File: src/hdl/dcc_consts.svh
`ifndef DCC_CONSTS_SVH
`define DCC_CONSTS_SVH

// =====================================================================
// Register map (byte addresses)
`define DCC_ADDR_W          8
`define DCC_OFS_CONFIG      8'h00
`define DCC_OFS_INT_FLAGS   8'h04
`define DCC_OFS_INT_MASK    8'h08
`define DCC_OFS_FIFO        8'h0c
`define DCC_OFS_CORE_STAT   8'h10

// =====================================================================
// Configuration field positions and reset value
`define DCC_CFG_RUN         0
`define DCC_CFG_SRST        1
`define DCC_CFG_AZ_LONG     2
`define DCC_CFG_FULL_CAL    3
`define DCC_CFG_STANDBY     4
`define DCC_CFG_TAG_SEL     5
`define DCC_CFG_AZ_EACH     6
`define DCC_CFG_SYNC_DIR    7
`define DCC_CFG_TEST        10
`define DCC_CFG_DIAG        11
`define DCC_CFG_RESET       16'h0000

// =====================================================================
// Interrupt flag positions
`define DCC_INT_LIMIT       0
`define DCC_INT_CAL_DONE    1
`define DCC_INT_FIFO_FILL   2
`define DCC_INT_W           3
`define DCC_INT_MASK_RESET  3'h0

// =====================================================================
// Timing
`define DCC_CLK_PERIOD_NS   10
`define DCC_SRST_CYCLES     2
`define DCC_PWRUP_NS        10000
`define DCC_PWRUP_CYCLES    ((`DCC_PWRUP_NS + `DCC_CLK_PERIOD_NS - 1) / `DCC_CLK_PERIOD_NS)

// =====================================================================
// AXI responses
`define DCC_RESP_OKAY       2'b00
`define DCC_RESP_SLVERR     2'b10

`endif

File: src/hdl/dcc_pkg.sv
package dcc_pkg;

  typedef struct packed {
    logic [3:0] unused;
    logic       diag;
    logic       test;
    logic [1:0] section;
    logic       sync_dir;
    logic       az_each;
    logic       tag_sel;
    logic       standby;
    logic       full_cal;
    logic       az_long;
    logic       soft_rst;
    logic       run;
  } dcc_cfg_type;

  typedef struct packed {
    logic        valid;
    logic [12:0] data;
  } dcc_conv_type;

  typedef enum logic [1:0] {
    DCC_BUS_IDLE = 2'b00,
    DCC_BUS_RESP = 2'b01
  } dcc_bus_state_type;

endpackage

File: src/hdl/dcc_config_control.sv
// The implementer's own choices: the AXI4-Lite interface to the registers and the register offsets.
`timescale 1ns/1ps
`include "dcc_consts.svh"
// Summary of operation
// Run bit 1 starts instruction sequencing, 0 halts it.
// Soft reset clears run bit and every interrupt status bit.
// Soft reset returns instruction pointer to zero.
// Soft reset bit clears itself two clocks after being written.
// Writing auto-zero bit starts one long auto-zero cycle.
// Writing full-calibration bit starts one full calibration cycle.
// Standby bit high keeps converter in low-power standby.
// Leaving standby returns to active only after power-up delay.
// Tag select 0 puts instruction number in result bits 15:13.
// Tag select 1 fills result bits 15:13 with sign copies.
// Per-conversion auto-zero bit requests short auto-zero before each conversion.
// Sync direction 0 makes sync pin input, 1 output.
// Two-bit section field selects instruction RAM section.
// Host keeps production-test bit zero in normal operation.
// Diagnostic bit high requests diagnostic conversion.
// Each read of FIFO location advances read pointer by one; a read of an empty FIFO leaves it unchanged.
// Interrupt flag bit 2 marks FIFO fill condition reached.
// Interrupt flag bit 0 marks a limit crossing.
// Configuration bit layout D0 run through D11 diagnostic, top ignored.
module dcc_config_control
  import dcc_pkg::*;
#(
  parameter int NUM_INSTR  = 8,
  parameter int FIFO_DEPTH = 32,
  parameter int FIFO_FILL  = 32
) (
  input  wire logic        mclk_in,
  input  wire logic        sys_rst_in,
  input  wire logic [7:0]  s_axi_awaddr_in,
  input  wire logic        s_axi_awvalid_in,
  output logic             s_axi_awready_out,
  input  wire logic [31:0] s_axi_wdata_in,
  input  wire logic [3:0]  s_axi_wstrb_in,
  input  wire logic        s_axi_wvalid_in,
  output logic             s_axi_wready_out,
  output logic [1:0]       s_axi_bresp_out,
  output logic             s_axi_bvalid_out,
  input  wire logic        s_axi_bready_in,
  input  wire logic [7:0]  s_axi_araddr_in,
  input  wire logic        s_axi_arvalid_in,
  output logic             s_axi_arready_out,
  output logic [31:0]      s_axi_rdata_out,
  output logic [1:0]       s_axi_rresp_out,
  output logic             s_axi_rvalid_out,
  input  wire logic        s_axi_rready_in,
  input  wire logic        conv_valid_in,
  input  wire logic [12:0] conv_data_in,
  input  wire logic        limit_cross_in,
  input  wire logic        cal_done_in,
  input  wire logic        sync_in,
  output logic             sync_out,
  output logic             sync_oe_out,
  output logic             run_out,
  output logic             az_long_start_out,
  output logic             full_cal_start_out,
  output logic             standby_out,
  output logic             active_out,
  output logic             az_each_out,
  output logic [1:0]       section_out,
  output logic             test_mode_out,
  output logic             diag_out,
  output logic [2:0]       instr_ptr_out,
  output logic             irq_out
);

  localparam int PTR_W = $clog2(FIFO_DEPTH);

  // ===================================================================
  // Register bus
  dcc_bus_state_type wr_state;
  dcc_bus_state_type rd_state;
  logic              aw_held;
  logic              w_held;
  logic [7:0]        aw_addr;
  logic [31:0]       w_data;
  logic [3:0]        w_strb;
  logic              wr_commit;
  logic              rd_take;
  logic [7:0]        next_rd_data_sel;

  dcc_cfg_type       cfg;
  logic [15:0]       cfg_wr_val;
  logic [1:0]        srst_cnt;
  logic [`DCC_INT_W-1:0] int_flags;
  logic [`DCC_INT_W-1:0] int_mask;
  logic [`DCC_INT_W-1:0] int_events;
  logic [15:0]       pwrup_cnt;
  logic              sync_meta;
  logic              sync_sync;
  logic              sync_seen;

  logic [15:0]       fifo_mem [FIFO_DEPTH];
  logic [PTR_W:0]    fifo_wptr;
  logic [PTR_W:0]    fifo_rptr;
  logic [PTR_W:0]    fifo_count;
  logic              fifo_empty;
  logic              fifo_full;
  logic              fifo_push;
  logic              fifo_pop;
  logic [15:0]       tagged_result;

  assign s_axi_awready_out = (wr_state == DCC_BUS_IDLE) && !aw_held;
  assign s_axi_wready_out  = (wr_state == DCC_BUS_IDLE) && !w_held;
  assign s_axi_arready_out = (rd_state == DCC_BUS_IDLE);
  assign wr_commit         = (wr_state == DCC_BUS_IDLE) && aw_held && w_held;
  assign rd_take           = s_axi_arvalid_in && s_axi_arready_out;
  assign next_rd_data_sel  = s_axi_araddr_in;

  // Address and data are captured independently, in either order
  always_ff @(posedge mclk_in) begin
    if (sys_rst_in) begin
      aw_held <= 1'b0;
      w_held  <= 1'b0;
      aw_addr <= 8'h00;
      w_data  <= 32'h0000_0000;
      w_strb  <= 4'h0;
    end else begin
      if (s_axi_awvalid_in && s_axi_awready_out) begin
        aw_held <= 1'b1;
        aw_addr <= s_axi_awaddr_in;
      end else if (wr_commit) begin
        aw_held <= 1'b0;
      end
      if (s_axi_wvalid_in && s_axi_wready_out) begin
        w_held <= 1'b1;
        w_data <= s_axi_wdata_in;
        w_strb <= s_axi_wstrb_in;
      end else if (wr_commit) begin
        w_held <= 1'b0;
      end
    end
  end

  always_ff @(posedge mclk_in) begin
    if (sys_rst_in) begin
      wr_state         <= DCC_BUS_IDLE;
      s_axi_bvalid_out <= 1'b0;
      s_axi_bresp_out  <= `DCC_RESP_OKAY;
    end else begin
      case (wr_state)
        DCC_BUS_IDLE: begin
          if (wr_commit) begin
            wr_state         <= DCC_BUS_RESP;
            s_axi_bvalid_out <= 1'b1;
            if (aw_addr == `DCC_OFS_CONFIG || aw_addr == `DCC_OFS_INT_MASK) begin
              s_axi_bresp_out <= `DCC_RESP_OKAY;
            end else begin
              s_axi_bresp_out <= `DCC_RESP_SLVERR;
            end
          end
        end
        default: begin
          if (s_axi_bready_in) begin
            wr_state         <= DCC_BUS_IDLE;
            s_axi_bvalid_out <= 1'b0;
          end
        end
      endcase
    end
  end

  always_ff @(posedge mclk_in) begin
    if (sys_rst_in) begin
      rd_state         <= DCC_BUS_IDLE;
      s_axi_rvalid_out <= 1'b0;
      s_axi_rresp_out  <= `DCC_RESP_OKAY;
      s_axi_rdata_out  <= 32'h0000_0000;
    end else begin
      case (rd_state)
        DCC_BUS_IDLE: begin
          if (rd_take) begin
            rd_state         <= DCC_BUS_RESP;
            s_axi_rvalid_out <= 1'b1;
            s_axi_rresp_out  <= `DCC_RESP_OKAY;
            if (next_rd_data_sel == `DCC_OFS_CONFIG) begin
              s_axi_rdata_out <= {16'h0000, cfg};
            end else if (next_rd_data_sel == `DCC_OFS_INT_FLAGS) begin
              s_axi_rdata_out <= {29'h0, int_flags};
            end else if (next_rd_data_sel == `DCC_OFS_INT_MASK) begin
              s_axi_rdata_out <= {29'h0, int_mask};
            end else if (next_rd_data_sel == `DCC_OFS_FIFO) begin
              s_axi_rdata_out <= fifo_empty ? 32'h0000_0000 : {16'h0000, fifo_mem[fifo_rptr[PTR_W-1:0]]};
            end else if (next_rd_data_sel == `DCC_OFS_CORE_STAT) begin
              s_axi_rdata_out <= {19'h0, sync_seen, 3'h0, 1'(fifo_count), fifo_full, fifo_empty,
                                  active_out, cfg.standby, cfg.run, instr_ptr_out};
            end else begin
              s_axi_rdata_out <= 32'h0000_0000;
              s_axi_rresp_out <= `DCC_RESP_SLVERR;
            end
          end
        end
        default: begin
          if (s_axi_rready_in) begin
            rd_state         <= DCC_BUS_IDLE;
            s_axi_rvalid_out <= 1'b0;
          end
        end
      endcase
    end
  end

  // ===================================================================
  // Configuration register
  assign cfg_wr_val = {w_strb[1] ? w_data[15:8] : cfg[15:8], w_strb[0] ? w_data[7:0] : cfg[7:0]};

  always_ff @(posedge mclk_in) begin
    if (sys_rst_in) begin
      cfg                <= dcc_cfg_type'(`DCC_CFG_RESET);
      srst_cnt           <= 2'd0;
      az_long_start_out  <= 1'b0;
      full_cal_start_out <= 1'b0;
    end else begin
      az_long_start_out  <= 1'b0;
      full_cal_start_out <= 1'b0;
      if (wr_commit && aw_addr == `DCC_OFS_CONFIG) begin
        cfg          <= dcc_cfg_type'(cfg_wr_val);
        cfg.unused   <= 4'h0;
        cfg.az_long  <= 1'b0;
        cfg.full_cal <= 1'b0;
        az_long_start_out  <= cfg_wr_val[`DCC_CFG_AZ_LONG];
        full_cal_start_out <= cfg_wr_val[`DCC_CFG_FULL_CAL];
        srst_cnt     <= 2'd0;
        if (cfg_wr_val[`DCC_CFG_SRST]) begin
          cfg.run <= 1'b0;
        end
      end else if (cfg.soft_rst) begin
        cfg.run <= 1'b0;
        if (srst_cnt == 2'(`DCC_SRST_CYCLES - 1)) begin
          cfg.soft_rst <= 1'b0;
          srst_cnt     <= 2'd0;
        end else begin
          srst_cnt <= srst_cnt + 2'd1;
        end
      end
    end
  end

  assign run_out       = cfg.run;
  assign standby_out   = cfg.standby;
  assign az_each_out   = cfg.az_each;
  assign section_out   = cfg.section;
  assign test_mode_out = cfg.test;
  assign diag_out      = cfg.diag;
  assign sync_oe_out   = cfg.sync_dir;

  // ===================================================================
  // Standby and power-up delay
  always_ff @(posedge mclk_in) begin
    if (sys_rst_in) begin
      pwrup_cnt  <= 16'h0000;
      active_out <= 1'b0;
    end else if (cfg.standby) begin
      pwrup_cnt  <= 16'h0000;
      active_out <= 1'b0;
    end else if (!active_out) begin
      if (pwrup_cnt == 16'(`DCC_PWRUP_CYCLES - 1)) begin
        active_out <= 1'b1;
      end else begin
        pwrup_cnt <= pwrup_cnt + 16'h0001;
      end
    end
  end

  // ===================================================================
  // Instruction sequencing, result tagging, sync pin
  assign fifo_push     = conv_valid_in && cfg.run && active_out && !fifo_full;
  // Conversions that arrive with the FIFO full are dropped, not overwritten
  assign tagged_result = cfg.tag_sel ? {{3{conv_data_in[12]}}, conv_data_in}
                                     : {instr_ptr_out, conv_data_in};

  always_ff @(posedge mclk_in) begin
    if (sys_rst_in || cfg.soft_rst) begin
      instr_ptr_out <= 3'h0;
    end else if (conv_valid_in && cfg.run && active_out) begin
      instr_ptr_out <= (instr_ptr_out == 3'(NUM_INSTR - 1)) ? 3'h0 : instr_ptr_out + 3'h1;
    end
  end

  always_ff @(posedge mclk_in) begin
    if (sys_rst_in) begin
      sync_meta <= 1'b0;
      sync_sync <= 1'b0;
      sync_seen <= 1'b0;
      sync_out  <= 1'b0;
    end else begin
      sync_meta <= sync_in;
      sync_sync <= sync_meta;
      sync_seen <= !cfg.sync_dir && sync_sync;
      sync_out  <= cfg.sync_dir && fifo_push;
    end
  end

  // ===================================================================
  // Result FIFO
  assign fifo_count = fifo_wptr - fifo_rptr;
  assign fifo_empty = (fifo_count == '0);
  assign fifo_full  = (fifo_count == (PTR_W+1)'(FIFO_DEPTH));
  assign fifo_pop   = rd_take && next_rd_data_sel == `DCC_OFS_FIFO && !fifo_empty;

  always_ff @(posedge mclk_in) begin
    if (sys_rst_in || cfg.soft_rst) begin
      fifo_wptr <= '0;
      fifo_rptr <= '0;
    end else begin
      if (fifo_push) begin
        fifo_mem[fifo_wptr[PTR_W-1:0]] <= tagged_result;
        fifo_wptr <= fifo_wptr + 1'b1;
      end
      if (fifo_pop) begin
        fifo_rptr <= fifo_rptr + 1'b1;
      end
    end
  end

  // ===================================================================
  // Interrupt flags, read-to-clear; a new event beats the clear
  always_comb begin
    int_events = '0;
    int_events[`DCC_INT_LIMIT]     = limit_cross_in;
    int_events[`DCC_INT_CAL_DONE]  = cal_done_in;
    int_events[`DCC_INT_FIFO_FILL] = (fifo_count >= (PTR_W+1)'(FIFO_FILL));
  end

  always_ff @(posedge mclk_in) begin
    if (sys_rst_in) begin
      int_flags <= '0;
      int_mask  <= `DCC_INT_MASK_RESET;
    end else begin
      if (cfg.soft_rst) begin
        int_flags <= '0;
      end else if (rd_take && next_rd_data_sel == `DCC_OFS_INT_FLAGS) begin
        int_flags <= int_events;
      end else begin
        int_flags <= int_flags | int_events;
      end
      if (wr_commit && aw_addr == `DCC_OFS_INT_MASK && w_strb[0]) begin
        int_mask <= w_data[`DCC_INT_W-1:0];
      end
    end
  end

  assign irq_out = |(int_flags & int_mask);
endmodule // dcc_config_control

File: config.mk
export PLATFORM = sky130hd
export DESIGN_NAME = dcc_config_control
export DESIGN_NICKNAME = d
export VERILOG_FILES = /design/src/hdl/dcc_pkg.sv /design/src/hdl/dcc_config_control.sv
export VERILOG_INCLUDE_DIRS = /design/src /design/src/hdl
export SDC_FILE = /design/constraint.sdc
export NUM_CORES = 1
export LEC_CHECK = 0
export BUFFER_PORTS_ARGS = -buffer_cell sky130_fd_sc_hd__buf_2
export CAP_MARGIN = 20
export CORE_UTILIZATION = 30
export DETAILED_ROUTE_END_ITERATION = 6
export PLACE_DENSITY = 0.48
export SLEW_MARGIN = 20
export SYNTH_ARGS = -nofsm -noshare
export SYNTH_HDL_FRONTEND = slang
export SYNTH_SLANG_ARGS = --single-unit
File: constraint.sdc
create_clock -name mclk_in -period 4.1 [get_ports mclk_in]
set_clock_uncertainty 0.05 [all_clocks]
set_input_delay 0 -clock mclk_in [delete_from_list [all_inputs] [get_ports mclk_in]]
set_output_delay 0 -clock mclk_in [all_outputs]
set_load 0.005 [all_outputs]
==> results.md <==
- The flow ran to the end, and the final reports show no timing, DRC or antenna violations.
- The master of the slowest instance on the critical path is sky130_fd_sc_hd__dfxtp_4.
- The highest achievable clock rate is 0.278 GHz.
- The initial antenna violation count is 2.
- By instance count, the leading cell after synthesis is sky130_fd_sc_hd__edfxtp_1.
- Setup total negative slack on the finished layout was measured at 0 ns.
- The class of the tightest hold or removal check is in2reg.
- The number of buffer cells added on primary ports is 92.
- The placement row count is 104.
- The type of element capturing the critical path is a flop.
- The first-pass iteration count of the detailed router is 7.
- The buffers inserted during post-CTS setup optimization is 0.
- TritonCTS built the clock tree.
- From synthesis to final layout, the design area changed by 20.1%.
- For this block, the via count after detailed routing is 13.9k.
- Gates resized during post-CTS repair numbered 0.
- The number of enable-type register cells in the synthesized netlist is 512.
- The setup path with the least slack is of type reg2reg.
- The number of DRC violations after detailed routing is 0.
- The final cell count without fillers is 2,841.
- Together, buffers and inverters on the worst path number 2.
- The total grt overflow is 0.
- The initial cell density of the core is 30.5%.
- The number of buffers between clock root and the deepest sink is 3.
- The slew at the pin with the worst max-slew slack is 1.06 ns.
- Dividing the detail-routed wire length by the instance count gives 22.0 um.
- The signal on the critical path passes through buf_12 > mux4_2 > a221oi_1 > nand3_1 > o211ai_1 > a211oi_1 > dlygate4sd3_1.
- In this run the cell area measured after placement is 26,700 um^2.
- The total core area is 81,100 um^2.
- The number of storage elements in the synthesis netlist is 617.
- The top-level I/O count is 133.
- The routed design has 62,600 um of wire.
- Clock-pin slew was measured on the worst setup and hold paths at 0.06 ns.
- The area share of and/or/nand/nor cells after synthesis is 6.92%.
- The synthesized netlist devotes 0.657% of its cell area to adder and majority cells.
- The family with the most delay on the worst path is buffers and inverters.
- The primary flip-flop cell chosen by synthesis mapping is sky130_fd_sc_hd__edfxtp_1.
- The dominant combinational cell family by area after synthesis is multiplexers.
- CTS built an H-tree with a depth of 3.
- The Yosys step of the flow raised 0 warnings.
- The number of instances in the synthesized netlist is 1,499.
- The number of clock sinks is 617.
- The summed area of non-filler cells in the final layout is 29,700 um^2.
- Of the synthesized area, sequential elements account for 70.6%.
- The overall track demand over capacity in global routing is 15.1%.
- The HPWL after detailed placement is 39,900 um.
- The root buffer cell is sky130_fd_sc_hd__clkbuf_16.
- After synthesis, the cell types taking the most area are sky130_fd_sc_hd__edfxtp_1, sky130_fd_sc_hd__mux4_2, sky130_fd_sc_hd__dfxtp_1.
- The largest single stage delay on the critical path is 0.74 ns.
- The number of routed nets with antenna violations is 0.
- The total placed cells including tap cells is 2,642.
- Measured against the total synthesized area, the mux share comes to 13.1%.
- The synthesized netlist devotes 0.672% of its cell area to XOR and XNOR gates.
- Along the worst path, the maximum fanout reaches 25.
- The x dimension of the die is 289 um.
- For the worst setup path, the data required time is 4.54 ns.
- The clock buffer count from CTS is 69.
- The post-detailed-route via-to-cell ratio is 4.91.
- The total power is 0.0132 W.
- In this run the tightest slew margin relative to its limit is 29.0%.
- In the finished design, the share of the clock period the worst path needs comes to 87.8%.
- The wire length of the first global-routing pass is 92,300 um.
- In this run the biggest area consumer among cell types represents 62.1% of the synthesized area.
- The tool flagged a number of max-cap violations equal to 0.
- Across the VDD grid, the largest voltage drop is 233 uV.
- The share of cells above drive strength 1 is 24.0%.
- Summing the areas of all compound-gate instances in the mapped netlist gives 5.49% of the synthesized area.
- Entering global routing, the biggest net connects 74 pins.
- The iteration-0 DRC count of the detailed router is 965.
- STA classifies the critical path startpoint as a flop.
- The final layout net count is 1,819.
- The proportion of register bits with asynchronous set or reset after synthesis is 0%.
- The count of endpoints failing hold in the final timing report came to 0.
- The number of global-route vias before repair is 14.4k.
- The floorplan step set the die height to 289 um.
- The commonest cells after synthesis are sky130_fd_sc_hd__edfxtp_1, sky130_fd_sc_hd__dfxtp_1, sky130_fd_sc_hd__mux4_2, sky130_fd_sc_hd__nand2_1, sky130_fd_sc_hd__nor2_1.
- Setup repair after global routing left no endpoint under its margin.
- Power spread over the standard cell area amounts to 443 nW/um^2.
- The placer's final routability congestion estimate is 0.768.
- Each instance of the synthesized netlist takes up on average 16.5 um^2.
- The arrival time reported for the critical path endpoint is 4.04 ns.
- Hold repair after CTS inserted 77 buffers.
- sky130_fd_sc_hd__edfxtp_1 takes more of the synthesized area than any other cell.
- The number of pins with negative max-slew slack in the final report is 0.
- The final period demand of the worst path is 3.60 ns.
- Setup violations remaining at the end of the flow were counted as 0.
- The die outline area is 83,700 um^2.
- The synthesized netlist contains 71 unique library cells.
- The cell area after synthesis is 24,800 um^2.
- The leakage dissipation is 9.51 nW.
- At the later pin of the worst-skew pair, clock insertion delay measures 0.60 ns.
## where the power goes
| part | internal [W] | switching [W] | total, W |
|---|---|---|---|
| clock | 0.00357 | 0.00248 | 0.00606 |
| combinational | 0.000116 | 0.000179 | 0.000295 |
| sequential | 0.00679 | 0.0000229 | 0.00681 |
## through the flow
stage	utilization, %	worst slack, ns	hold WS [ns]
4_1_cts	36.7	0.443	0.0000719
2_1_floorplan	-	0.959	0.0489
3_5_place_dp	32.9	0.777	0.176
5_1_grt	36.7	0.276	0.0752
3_3_place_gp	32.9	0.818	0.163
6_report	36.7	0.501	0.0292
## path summary, 6_finish.rpt
check / slack, ns / to / cells after the start / start
max reg2reg: 0.50 / s_axi_rdata_out[2]$_SDFFE_PP0P_ / 7 / flop
min: 0.03 / w_held$_SDFFE_PP0P_ / 3 / s_axi_wvalid_in
min reg2reg: 0.38 / srst_cnt[1]$_SDFFE_PP0P_ / 2 / srst_cnt[1]$_SDFFE_PP0P_
max: 0.50 / s_axi_rdata_out[2]$_SDFFE_PP0P_ / 7 / flop
## cell type report
type | count | area [um^2]
clock inverters | 36 | 377
multi-input cells | 785 | 6780
well taps | 1060 | 1330
inverters | 15 | 56.3
fillers | 7638 | 51300
diodes | 1 | 2.50
repair buffers | 242 | 1830
clock buffers | 85 | 1870
flip-flops and latches | 617 | 17500
## logic make-up after synthesis
| family | count (synthesis) |
|---|---|
| compound gates | 192 |
| xor+xnor | 19 |
| fa+ha+maj | 13 |
| buf+inv | 114 |
| flops | 617 |
| mux | 196 |
| other cells | 1 |
| simple gates | 347 |
## registers in the layout (all words and copies together), names as in the netlist, 2 cells and up, named ones only
signal           cells
w_data              12
aw_addr              8
pwrup_cnt           16
fifo_rptr            6
instr_ptr_out        3
srst_cnt             2
fifo_mem           512
int_flags            3
s_axi_rdata_out     16
w_strb               2
int_mask             3
cfg                  2
section_out          2
fifo_wptr            6
## cell usage in the layout, fill, tap and decap left out, drive strengths merged, types with 60 or more instances in the layout
master       synthesis  layout
nand2              101     101
dfxtp              105     105
buf                 60     165
dlygate4sd3          0      77
clkbuf              39      85
mux2i               89      89
nor2                99      99
edfxtp             512     512
mux4               101     101
a21oi               60      60
## layer usage
metal | track usage, % | up-vias | share of wire (%)
met1 | 19.4 | 7189 | 44
met5 | 0 | - | 0.014
li1 | - | 6323 | -
met4 | 5.25 | 2 | 2.8
met3 | 2.88 | 100 | 4.3
met2 | 25.2 | 324 | 49
## tightest hold or removal path, delay by kind of cell
family | cells | cell delay [ns]
AND/OR/NAND/NOR | 1 | 0.32
AO/OA/AOI/OAI | 1 | 0.23
buffers and inverters | 1 | 0.08
(Power assumes the default switching activity.)
